## src/hdl/twsp_pkg.sv

```systemverilog
package twsp_pkg;

    // Register indices; byte address is four times the index
    localparam logic [7:0]  TWSP_IDX_SC   = 8'hE2;
    localparam logic [7:0]  TWSP_IDX_OA   = 8'hE3;
    localparam logic [7:0]  TWSP_IDX_DS   = 8'hE4;
    localparam logic [7:0]  TWSP_IDX_FLAG = 8'hE5;

    localparam int          TWSP_AW       = 12;
    localparam logic [11:0] TWSP_ADDR_SC   = {2'h0, TWSP_IDX_SC, 2'h0};
    localparam logic [11:0] TWSP_ADDR_OA   = {2'h0, TWSP_IDX_OA, 2'h0};
    localparam logic [11:0] TWSP_ADDR_DS   = {2'h0, TWSP_IDX_DS, 2'h0};
    localparam logic [11:0] TWSP_ADDR_FLAG = {2'h0, TWSP_IDX_FLAG, 2'h0};

    // Status and control field positions
    localparam int TWSP_B_ACK_GENERATE_ENABLE  = 7;
    localparam int TWSP_B_EN    = 6;
    localparam int TWSP_B_FEN   = 5;
    localparam int TWSP_B_GC    = 4;
    localparam int TWSP_B_DIR   = 3;
    localparam int TWSP_B_BUSY  = 2;
    localparam int TWSP_B_SAM   = 1;
    localparam int TWSP_B_LAST  = 0;
    localparam int TWSP_B_CLR   = 0;

    localparam logic [7:0] TWSP_SC_RST = 8'h00;
    localparam logic [6:0] TWSP_OA_RST = 7'h00;
    localparam logic [7:0] TWSP_DS_RST = 8'h00;
    localparam logic [6:0] TWSP_GC_ADDR = 7'h00;
    localparam logic [3:0] TWSP_BYTE_BITS = 4'h8;

    // Timing: shortest bit at fast speed versus the system clock
    localparam int TWSP_CLK_NS      = 100;
    localparam int TWSP_STD_KBPS    = 100;
    localparam int TWSP_FAST_KBPS   = 400;
    localparam int TWSP_FAST_BIT_NS = 1000000 / TWSP_FAST_KBPS;
    localparam int TWSP_FAST_BIT_CYC = TWSP_FAST_BIT_NS / TWSP_CLK_NS;
    localparam int TWSP_MIN_BIT_CYC = 8;

    typedef struct packed {
        logic scl;
        logic sda;
    } twsp_line_t;

    typedef enum logic [2:0] {
        TWSP_IDLE = 3'h0,
        TWSP_ADDR = 3'h1,
        TWSP_ACK  = 3'h2,
        TWSP_RX   = 3'h3,
        TWSP_TX   = 3'h4,
        TWSP_MACK = 3'h5
    } twsp_state_t;

endpackage

```

## src/hdl/twsp_sync.sv

```systemverilog
`timescale 1ns/1ps
module twsp_sync #(
    parameter int         WIDTH     = 2,
    parameter logic [1:0] RST_LEVEL = 2'h3
) (
    input  wire logic             pclk,
    input  wire logic             presetn,
    input  wire logic [WIDTH-1:0] async_in,
    output logic      [WIDTH-1:0] level
);
    typedef struct packed {
        logic [WIDTH-1:0] s1;
        logic [WIDTH-1:0] s2;
        logic [WIDTH-1:0] s3;
        logic [WIDTH-1:0] lvl;
    } twsp_sync_st_t;

    twsp_sync_st_t    q;
    twsp_sync_st_t    n;
    logic [WIDTH-1:0] filt;

    generate
        if (WIDTH != 2) begin : g_chk
            $error("twsp_sync serves exactly two lines");
        end
        for (genvar i = 0; i < WIDTH; i++) begin : g_bit
            // Only stages two and three decide; stage one feeds stage two alone
            assign filt[i] = (q.s2[i] == q.s3[i]) ? q.s3[i] : q.lvl[i];
        end
    endgenerate

    always_comb begin
        n     = q;
        n.s1  = async_in;
        n.s2  = q.s1;
        n.s3  = q.s2;
        n.lvl = filt;
    end

    always_ff @(posedge pclk or negedge presetn) begin
        if (!presetn) begin
            q <= {RST_LEVEL, RST_LEVEL, RST_LEVEL, RST_LEVEL};
        end else begin
            q <= n;
        end
    end

    assign level = q.lvl;
endmodule // twsp_sync

```

## src/hdl/twsp_port.sv

```systemverilog
// Decided for this implementation: the APB slave port.
`timescale 1ns/1ps
module twsp_port
    import twsp_pkg::*;
#(
    parameter int CLK_NS = TWSP_CLK_NS
) (
    input  wire logic                      pclk,
    input  wire logic                      presetn,
    input  wire logic                      psel,
    input  wire logic                      penable,
    input  wire logic                      pwrite,
    input  wire logic [TWSP_AW-1:0]        paddr,
    input  wire logic [31:0]               pwdata,
    output logic      [31:0]               prdata,
    output logic                           pready,
    output logic                           pslverr,
    input  wire twsp_pkg::twsp_line_t      line_in,
    output twsp_pkg::twsp_line_t           line_out,
    output twsp_pkg::twsp_line_t           line_oe,
    input  wire logic                      irq_enable_low,
    output logic                           byte_irq
);
    import twsp_pkg::*;

    localparam int BIT_CYC = TWSP_FAST_BIT_NS / CLK_NS;

    generate
        if (BIT_CYC < TWSP_MIN_BIT_CYC) begin : g_chk
            $error("system clock too slow to sample fast-speed bits");
        end
    endgenerate

    typedef struct packed {
        twsp_state_t st;
        logic [3:0]  cnt;
        logic [7:0]  shift;
        logic [6:0]  own;
        logic        ack_en;
        logic        port_en;
        logic        flag_en;
        logic        gc;
        logic        dir;
        logic        busy;
        logic        address_match_status;
        logic        last9;
        logic        flag;
        logic        scl_d;
        logic        sda_d;
        logic        sda_oe;
        logic        scl_oe;
        logic        irq;
        logic        pready;
        logic        pslverr;
        logic [31:0] prdata;
    } twsp_core_t;

    twsp_core_t q;
    twsp_core_t n;
    logic [1:0] lvl;
    logic       scl;
    logic       sda;
    logic       scl_rise;
    logic       scl_fall;
    logic       start_ev;
    logic       stop_ev;
    logic       apb_acc;
    logic       apb_wr;
    logic       hit;
    logic [7:0] rd_val;
    logic       addr_match;
    logic       gc_match;

    // Filtered lines; idle bus reads high
    twsp_sync #(
        .WIDTH     (2),
        .RST_LEVEL (2'h3)
    ) u_sync (
        .pclk     (pclk),
        .presetn  (presetn),
        .async_in ({line_in.scl, line_in.sda}),
        .level    (lvl)
    );

    assign scl      = lvl[1];
    assign sda      = lvl[0];
    assign scl_rise = scl & ~q.scl_d;
    assign scl_fall = ~scl & q.scl_d;
    assign start_ev = scl & q.scl_d & q.sda_d & ~sda;
    assign stop_ev  = scl & q.scl_d & ~q.sda_d & sda;

    assign addr_match = (q.shift[7:1] == q.own);
    assign gc_match   = (q.shift[7:1] == TWSP_GC_ADDR);

    assign apb_acc = psel & penable;
    assign apb_wr  = apb_acc & q.pready & pwrite;

    always_comb begin
        hit    = 1'b1;
        rd_val = 8'h00;
        unique case (paddr)
            TWSP_ADDR_SC: begin
                rd_val = {q.ack_en, q.port_en, q.flag_en, q.gc,
                          q.dir, q.busy, q.address_match_status, q.last9};
            end
            TWSP_ADDR_OA: begin
                rd_val = {1'b0, q.own};
            end
            TWSP_ADDR_DS: begin
                rd_val = q.shift;
            end
            TWSP_ADDR_FLAG: begin
                rd_val = {7'h00, q.flag};
            end
            default: begin
                hit = 1'b0;
            end
        endcase
    end

    always_comb begin
        n         = q;
        n.scl_d   = scl;
        n.sda_d   = sda;
        n.pready  = 1'b0;
        n.pslverr = 1'b0;

        // One wait state so every answer leaves a flip-flop
        if (apb_acc && !q.pready) begin
            n.pready  = 1'b1;
            n.pslverr = ~hit;
            n.prdata  = {24'h000000, rd_val};
        end

        if (apb_wr && hit) begin
            unique case (paddr)
                TWSP_ADDR_SC: begin
                    n.ack_en  = pwdata[TWSP_B_ACK_GENERATE_ENABLE];
                    n.port_en = pwdata[TWSP_B_EN];
                    n.flag_en = pwdata[TWSP_B_FEN];
                    n.dir     = pwdata[TWSP_B_DIR];
                end
                TWSP_ADDR_OA: begin
                    if (!q.port_en) begin
                        n.own = pwdata[6:0];
                    end
                end
                TWSP_ADDR_DS: begin
                    if (q.port_en) begin
                        n.shift = pwdata[7:0];
                    end
                end
                default: begin
                    // Write one clears; a set below still wins
                    if (pwdata[TWSP_B_CLR]) begin
                        n.flag = 1'b0;
                    end
                end
            endcase
        end

        // Bus engine runs after software so hardware events win
        if (!q.port_en) begin
            n.st     = TWSP_IDLE;
            n.sda_oe = 1'b0;
            n.busy   = 1'b0;
            n.address_match_status    = 1'b0;
            n.gc     = 1'b0;
        end else if (start_ev) begin
            // A start mid-message simply restarts address reception
            n.st     = TWSP_ADDR;
            n.cnt    = 4'h0;
            n.busy   = 1'b1;
            n.address_match_status    = 1'b0;
            n.gc     = 1'b0;
            n.sda_oe = 1'b0;
        end else if (stop_ev) begin
            n.st     = TWSP_IDLE;
            n.busy   = 1'b0;
            n.address_match_status    = 1'b0;
            n.gc     = 1'b0;
            n.sda_oe = 1'b0;
        end else begin
            unique case (q.st)
                TWSP_IDLE: begin
                    n.sda_oe = 1'b0;
                end
                TWSP_ADDR, TWSP_RX: begin
                    if (scl_rise && q.cnt < TWSP_BYTE_BITS) begin
                        n.shift = {q.shift[6:0], sda};
                        n.cnt   = q.cnt + 4'h1;
                    end
                    if (scl_fall && q.cnt == TWSP_BYTE_BITS) begin
                        if (q.st == TWSP_RX) begin
                            n.st     = TWSP_ACK;
                            n.sda_oe = q.ack_en;
                        end else if (addr_match || gc_match) begin
                            n.st     = TWSP_ACK;
                            n.address_match_status    = addr_match;
                            n.gc     = gc_match;
                            n.dir    = q.shift[0];
                            n.sda_oe = q.ack_en;
                        end else begin
                            n.st = TWSP_IDLE;
                        end
                    end
                end
                TWSP_ACK: begin
                    if (scl_rise) begin
                        n.last9 = sda;
                    end
                    if (scl_fall) begin
                        n.sda_oe = 1'b0;
                        n.cnt    = 4'h0;
                        // Built on n.flag so a same-cycle clear holds when flags are off
                        n.flag   = n.flag | q.flag_en;
                        n.st     = q.dir ? TWSP_TX : TWSP_RX;
                    end
                end
                TWSP_TX: begin
                    // Data moves only while the clock is low
                    if (!scl) begin
                        n.sda_oe = ~q.shift[7];
                    end
                    if (scl_fall) begin
                        n.shift = {q.shift[6:0], 1'b1};
                        n.cnt   = q.cnt + 4'h1;
                        if (q.cnt == TWSP_BYTE_BITS - 4'h1) begin
                            n.st     = TWSP_MACK;
                            n.sda_oe = 1'b0;
                        end
                    end
                end
                TWSP_MACK: begin
                    if (scl_rise) begin
                        n.last9 = sda;
                    end
                    if (scl_fall) begin
                        n.flag = n.flag | q.flag_en;
                        n.cnt  = 4'h0;
                        // No acknowledge ends the read; wait for stop or start
                        n.st   = q.last9 ? TWSP_IDLE : TWSP_TX;
                    end
                end
                default: begin
                    n.st = TWSP_IDLE;
                end
            endcase
        end

        // Stretch the low clock phase outside idle until software clears the flag
        n.scl_oe = n.flag & n.port_en & (n.st != TWSP_IDLE);
        n.irq    = n.flag & n.flag_en & irq_enable_low;
    end

    always_ff @(posedge pclk or negedge presetn) begin
        if (!presetn) begin
            q         <= '0;
            q.st      <= TWSP_IDLE;
            q.ack_en  <= TWSP_SC_RST[TWSP_B_ACK_GENERATE_ENABLE];
            q.port_en <= TWSP_SC_RST[TWSP_B_EN];
            q.flag_en <= TWSP_SC_RST[TWSP_B_FEN];
            q.own     <= TWSP_OA_RST;
            q.shift   <= TWSP_DS_RST;
            q.scl_d   <= 1'b1;
            q.sda_d   <= 1'b1;
        end else begin
            q <= n;
        end
    end

    assign prdata       = q.prdata;
    assign pready       = q.pready;
    assign pslverr      = q.pslverr;
    assign line_out.scl = 1'b0;
    assign line_out.sda = 1'b0;
    assign line_oe.scl  = q.scl_oe;
    assign line_oe.sda  = q.sda_oe;
    assign byte_irq     = q.irq;
endmodule // twsp_port

```

## config.mk

```make
export PLATFORM = sky130hd
export DESIGN_NAME = twsp_port
export DESIGN_NICKNAME = d
export VERILOG_FILES = /design/src/hdl/twsp_pkg.sv /design/src/hdl/twsp_sync.sv /design/src/hdl/twsp_port.sv
export SDC_FILE = /design/constraint.sdc
export NUM_CORES = 1
export LEC_CHECK = 0
export ABC_AREA = 1
export BUFFER_PORTS_ARGS = -buffer_cell sky130_fd_sc_hd__buf_2
export CAP_MARGIN = 5
export CORE_ASPECT_RATIO = 1.2
export CORE_UTILIZATION = 49
export CTS_CLUSTER_SIZE = 30
export DETAILED_ROUTE_END_ITERATION = 8
export PLACE_DENSITY_LB_ADDON = 0.15
export SYNTH_ARGS = -nofsm -noshare
export SYNTH_HDL_FRONTEND = slang
export SYNTH_SLANG_ARGS = --single-unit
```

## constraint.sdc

```tcl
create_clock -name pclk -period 1.4 [get_ports pclk]
set_input_delay 0.21 -clock pclk [delete_from_list [all_inputs] [get_ports pclk]]
set_output_delay 0.21 -clock pclk [all_outputs]
set_load 0.02 [all_outputs]
```

# [Yosys cells after proc, flatten, opt, wreduce, memory -nomap -nowiden]
# Index checks and enable logic that the tools add are counted.
[word_totals] memories=0 ramBits=0 latch_bits=0 mem_bits_ro=0 regBits=54
[classes] mux=67 div=0 n_bitwise=24 multipliers=0 n_addsub=1 order_cmp=1 reduce_logical=20 n_shift=0 n_eq_ne=28
[op_table] op="equality test 12 x 10 -> 1 bit (second input constant)" n=4
[op_table] op="two-way mux 7 bit" n=5
[op_table] op="two-way mux 34 bit" n=1
[op_table] op="two-way mux 1 bit" n=33
[op_table] op="two-way mux 8 bit" n=4
[op_table] op="case mux 8 bit (4 select lines)" n=1
[op_table] op="two-way mux 12 bit" n=2
[op_table] op="two-way mux 3 bit" n=8
[op_table] op="two-way mux 18 bit" n=1
[op_table] op="case mux 4 bit (4 select lines)" n=1
[op_table] op="case mux 8 bit (2 select lines)" n=1
[op_table] op="two-way mux 15 bit" n=1
[op_table] op="case mux 3 bit (5 select lines)" n=1
[op_table] op="bitwise AND 1 bit" n=14
[op_table] op="two-way mux 2 bit" n=7
[op_table] op="!= test 3 bit (second input constant)" n=4
[op_table] op="!= test 4 x 1 -> 1 bit (second input constant)" n=3
[op_table] op="!= test 5 bit (second input constant)" n=2
[op_table] op="inverter 1 bit" n=9
[op_table] op="AND reduction 4 bit" n=2
[op_table] op="equality test 7 bit" n=1
[op_table] op="zero test 7 bit" n=1
[op_table] op="!= test 7 x 1 -> 1 bit (second input constant)" n=1
[op_table] op="AND reduction 7 bit" n=1
[op_table] op="26 further kinds" n=33

# [Longest topological paths before layout]
[logic_depth] depth_word=13 mapped_depth=12

# [By module]
# Synthesis repeated with hierarchy kept, for this count alone.
[hier_totals] cells_unflattened=481 hier_area_um2=3613.5
[modules_own_cells] mod="twsp_port" area_per_inst_um2=3355.7 cells_per_inst=463 n_inst=1 seq_area_each_um2=1153.6
[modules_own_cells] mod="twsp_sync" area_per_inst_um2=257.7 cells_per_inst=18 n_inst=1 seq_area_each_um2=210.2

# [Worst setup path before layout]
# Ideal clock, no wire load.
[synth_timing] kind="register to register" start="register u_sync.q, in the netlist u_sync.level[1]" end="register q[59] in the netlist's numbering" setup_ns=0.117 required_ns=1.283 path_stages_with_launch=9 synth_period_minus_slack_ns=1.488 path_slack_ns=-0.088 t_arrival_ns=1.370 cell_sequence="dfstp_2 > inv_2 > nor2_4 > nand2_1 > o21a_4 > nor2_8 > o21ai_2 > nand3_1 > nand2_1"
[synth_lines] element="start: declaration" line_no="twsp_sync.sv:18" source="twsp_sync_st_t q;"
[synth_lines] element="start signal: assignment" line_no="twsp_sync.sv:42" source="q <= {RST_LEVEL, RST_LEVEL, RST_LEVEL, RST_LEVEL};"
[synth_lines] element="start signal: assignment" line_no="twsp_sync.sv:44" source="q <= n;"
[synth_lines] element="end signal: assignment" line_no="twsp_port.sv:268" source="q <= n;"
[synth_lines] element="end: declaration" line_no="twsp_port.sv:58" source="twsp_core_t q;"

==> flow_metrics.tcl <==
set metrics [dict create \
    grt_pass1_vias 3440 \
    final_util_pct 65.40 \
    yosysSeqAreaShare_pct 37.57 \
    antenna_found_initial 0 \
    cp_cell_sequence "inv_2 > nor2_4 > nand2_2 > o21a_4 > nor2_8 > o21ai_2 > nand3_1 > nand2_1" \
    crit_type "reg2reg" \
    power_frac_seq_pct 54.8 \
    combPwrFrac_pct 13.8 \
    dp.cells 677 \
    grt_start_max_net_pins 55 \
    hp-class "in2reg" \
    avgSynthCellArea_um2 7.499 \
    netlist_instances 484 \
    drc 0 \
    start_util_pct 50.49 \
    viasPerCell 5.051 \
    via_count 3546 \
    finalHoldViolations 0 \
    die_w_um 80.57 \
    timing.critical_path.buf_inv 1 \
    ys_ff_latch 54 \
    intPower_w 0.002112 \
    fmax_mhz 629.9 \
    r2r-start "u_sync.level[1]$_DFFE_PN1N_" \
    fin_tns_setup_ps -2185 \
    p_leak_nw 2.461 \
    synth_top_area_share_pct 30.33 \
    ir_drop_v 0.0004370 \
    power.share.switching_pct 28.64 \
    crit_path_end_kind "register" \
    setup-violations-final 19 \
    reg2reg_depth 8 \
    drv_cap 0 \
    cp.arrival_ps 1820 \
    startpoint "u_sync.level[1]$_DFFE_PN1N_" \
    startpoint_type "register" \
    drt-initial-drc-count 265 \
    dpl-instance-area_um2 4339 \
    row_count 34 \
    netlist_top_cells_area "dfrtp_1 30%, nand2_1 13%, buf_4 7.7%, dfstp_2 7.2%, inv_1 5.7%" \
    period_minus_slack_ps 1587 \
    violations "negative setup slack" \
    grt_pass1_wl_mm 15.53 \
    crit_family "flip-flops" \
    area.growth.synth_to_final_pct 29.54 \
    die_h_um 96.28 \
    yosysUniqueCellTypes 40 \
    critPathSlowestCell "dfstp_2" \
    io_pins 91 \
    hpwlAfterDp_mm 7.276 \
    layout.nets 665 \
    yosysWarnings 0 \
    drive_gt1_share_pct 39.87 \
    cts-root-buf "clkbuf_8" \
    rsz0062_at_grt "true" \
    status "finished, violations left" \
    portBuffers 40 \
    netlist_area_um2 3630 \
    n_antenna_cell 0 \
    worstPathRequired_ps 1630 \
    globalplace.congestion 0.9135 \
    setup_slack_ps -187.5 \
    power_switching_w 0.0008473 \
    clockBufferDepth 2 \
    fin_worst_skew_ps 8.831 \
    cts_tree "done" \
    fill_cells 624 \
    clk_pin_slew_worst_paths_ps 110 \
    clock_latency_ps 320 \
    dpl_worst_slack_ps -221.6 \
    final_antenna_net_count 0 \
    dr.pass1.iters 5 \
    reg2reg_slack_ps -190 \
    core_area_um2 7189 \
    finalWirelength_mm 9.701 \
    final_cells 702 \
    path_depth 8 \
    cts_made_buffers 5 \
    drv_slew 0 \
    grt_remaining_overflow 0 \
    ctsHtreeMaxLevel 2 \
    synth_top_area_cell "dfrtp_1" \
    gr-usage-all-layers_pct 26.45 \
    cts.sinks 54 \
    clkPwrFrac_pct 31.4 \
    wl_per_cell_um 13.82 \
    power.density_nw_per_um2 629.3 \
    die_area_um2 7757 \
    fin_crit_sh_pct 113.4 \
    stdcell_area_um2 4702 \
    slowest_delay_ps 580 \
    crit_fanout 5 \
    rr_endpoint "q[59]$_DFF_PN0_" \
    cp-endpoint "q[59]$_DFF_PN0_" \
]
[tightest hold or removal path: cells and delay by family]
| kind | cells | cell delay, ps |
|---|---|---|
| buf+inv | 1 | 100 |
| simple gates | 2 | 80 |
[cells in the mapped netlist (all sizes together)]
| master | n |
|---|---|
| nand2 | 141 |
| inv | 68 |
| nor2 | 48 |
| dfrtp | 44 |
| buf | 39 |
| o21ai | 35 |
| nand3 | 33 |
| nand4 | 24 |
| a21oi | 16 |
| dfstp | 10 |
| nor3 | 6 |
| o22ai | 5 |
| a22oi | 2 |
| ha | 2 |
| maj3 | 2 |
| a21boi | 1 |
| a31oi | 1 |
| clkbuf | 1 |
| conb | 1 |
| o211ai | 1 |
| o21a | 1 |
| or2 | 1 |
| xnor2 | 1 |
| xor2 | 1 |
[stage by stage]
step	power, W	hold slack [ps]
2_1_floorplan	0.001899	-85.59
3_3_place_gp	0.002014	223.6
3_5_place_dp	0.002023	226.3
4_1_cts	0.002962	96.37
5_1_grt	0.003087	89.25
6_report	0.002959	94.64
[what timing repair did]
item                                   in CTS  in global routing
pin swaps                                  20                  6
endpoints found under the hold margin      46                  0
setup endpoints to repair                  21                 26
hold buffers                                3                  0
resized for setup                          26                 15
buffers inserted                            9                  4
cloned                                      1                  0
[sequential cells by signal, summed over array words and instances (netlist names)]
signal / flops
u_sync.q: 2
u_sync.n: 4
q: 33
byte_irq: 1
pslverr: 1
prdata: 8
u_sync.level: 2
pready: 1
line_oe: 2
[power by group through the flow]
| stage | Sequential (W) | Combinational (W) | Clock [W] |
|---|---|---|---|
| 2_1_floorplan | 0.00166 | 0.000242 | 0 |
| 3_3_place_gp | 0.00165 | 0.000366 | 0 |
| 3_5_place_dp | 0.00165 | 0.000374 | 0 |
| 4_1_cts | 0.00162 | 0.000400 | 0.000942 |
| 5_1_grt | 0.00162 | 0.000455 | 0.00101 |
| 6_report | 0.00162 | 0.000409 | 0.000929 |
[placed cells by master (no fill, tap or decap), types with 4 or more instances in the layout]
master    instances
a21oi_1          12
buf_2            40
buf_4            87
clkbuf_8          5
conb_1           26
dfrtp_1          42
dfstp_2          10
inv_1            50
inv_2            16
nand2_1         123
nand2_2          15
nand3_1          20
nand3_2          10
nand4_1          23
nor2_1           30
nor2_2           10
nor2_4            7
o21ai_0          17
o21ai_1           4
o21ai_2          14
o22ai_1           5
[cell families after synthesis]
family | Yosys count | synth area share (%)
and+or+nand+nor | 253 | 34.82
xor gates and xnor gates | 2 | 0.4827
buffers and inverters | 108 | 15.24
adders and majority gates | 4 | 1.241
other | 1 | 0.1033
DFF | 54 | 37.57
AOI/OAI and AO/OA | 62 | 10.55
[cell type report]
class | instances | area, um2 | area share [%]
Sequential cell | 54 | 1366 | 29.06
Tap cell | 90 | 112.6 | 2.395
Clock buffer | 5 | 68.82 | 1.464
Clock inverter | 3 | 22.52 | 0.4790
Inverter | 68 | 260.3 | 5.535
Multi-Input combinational cell | 348 | 1934 | 41.14
Timing Repair Buffer | 134 | 937.1 | 19.93
[worst min path at each step]
stage	start	cells after the start	endpoint	slack [ps]
after global routing	irq_enable_low	3	byte_irq$_DFF_PN0_	90
after global placement	presetn	2	pready$_DFF_PN0_	220
final	irq_enable_low	3	byte_irq$_DFF_PN0_	90
after detailed placement	presetn	2	pready$_DFF_PN0_	230
after floorplan	presetn	0	byte_irq$_DFF_PN0_	-90
after CTS	irq_enable_low	3	byte_irq$_DFF_PN0_	100
[per-layer routing]
layer	wire length (um)	global-route usage, %
met1	3746	28.95
met2	5134	48.87
met3	488	4.171
met4	331	13.39
met5	0	0
(Power assumes the default switching activity.)
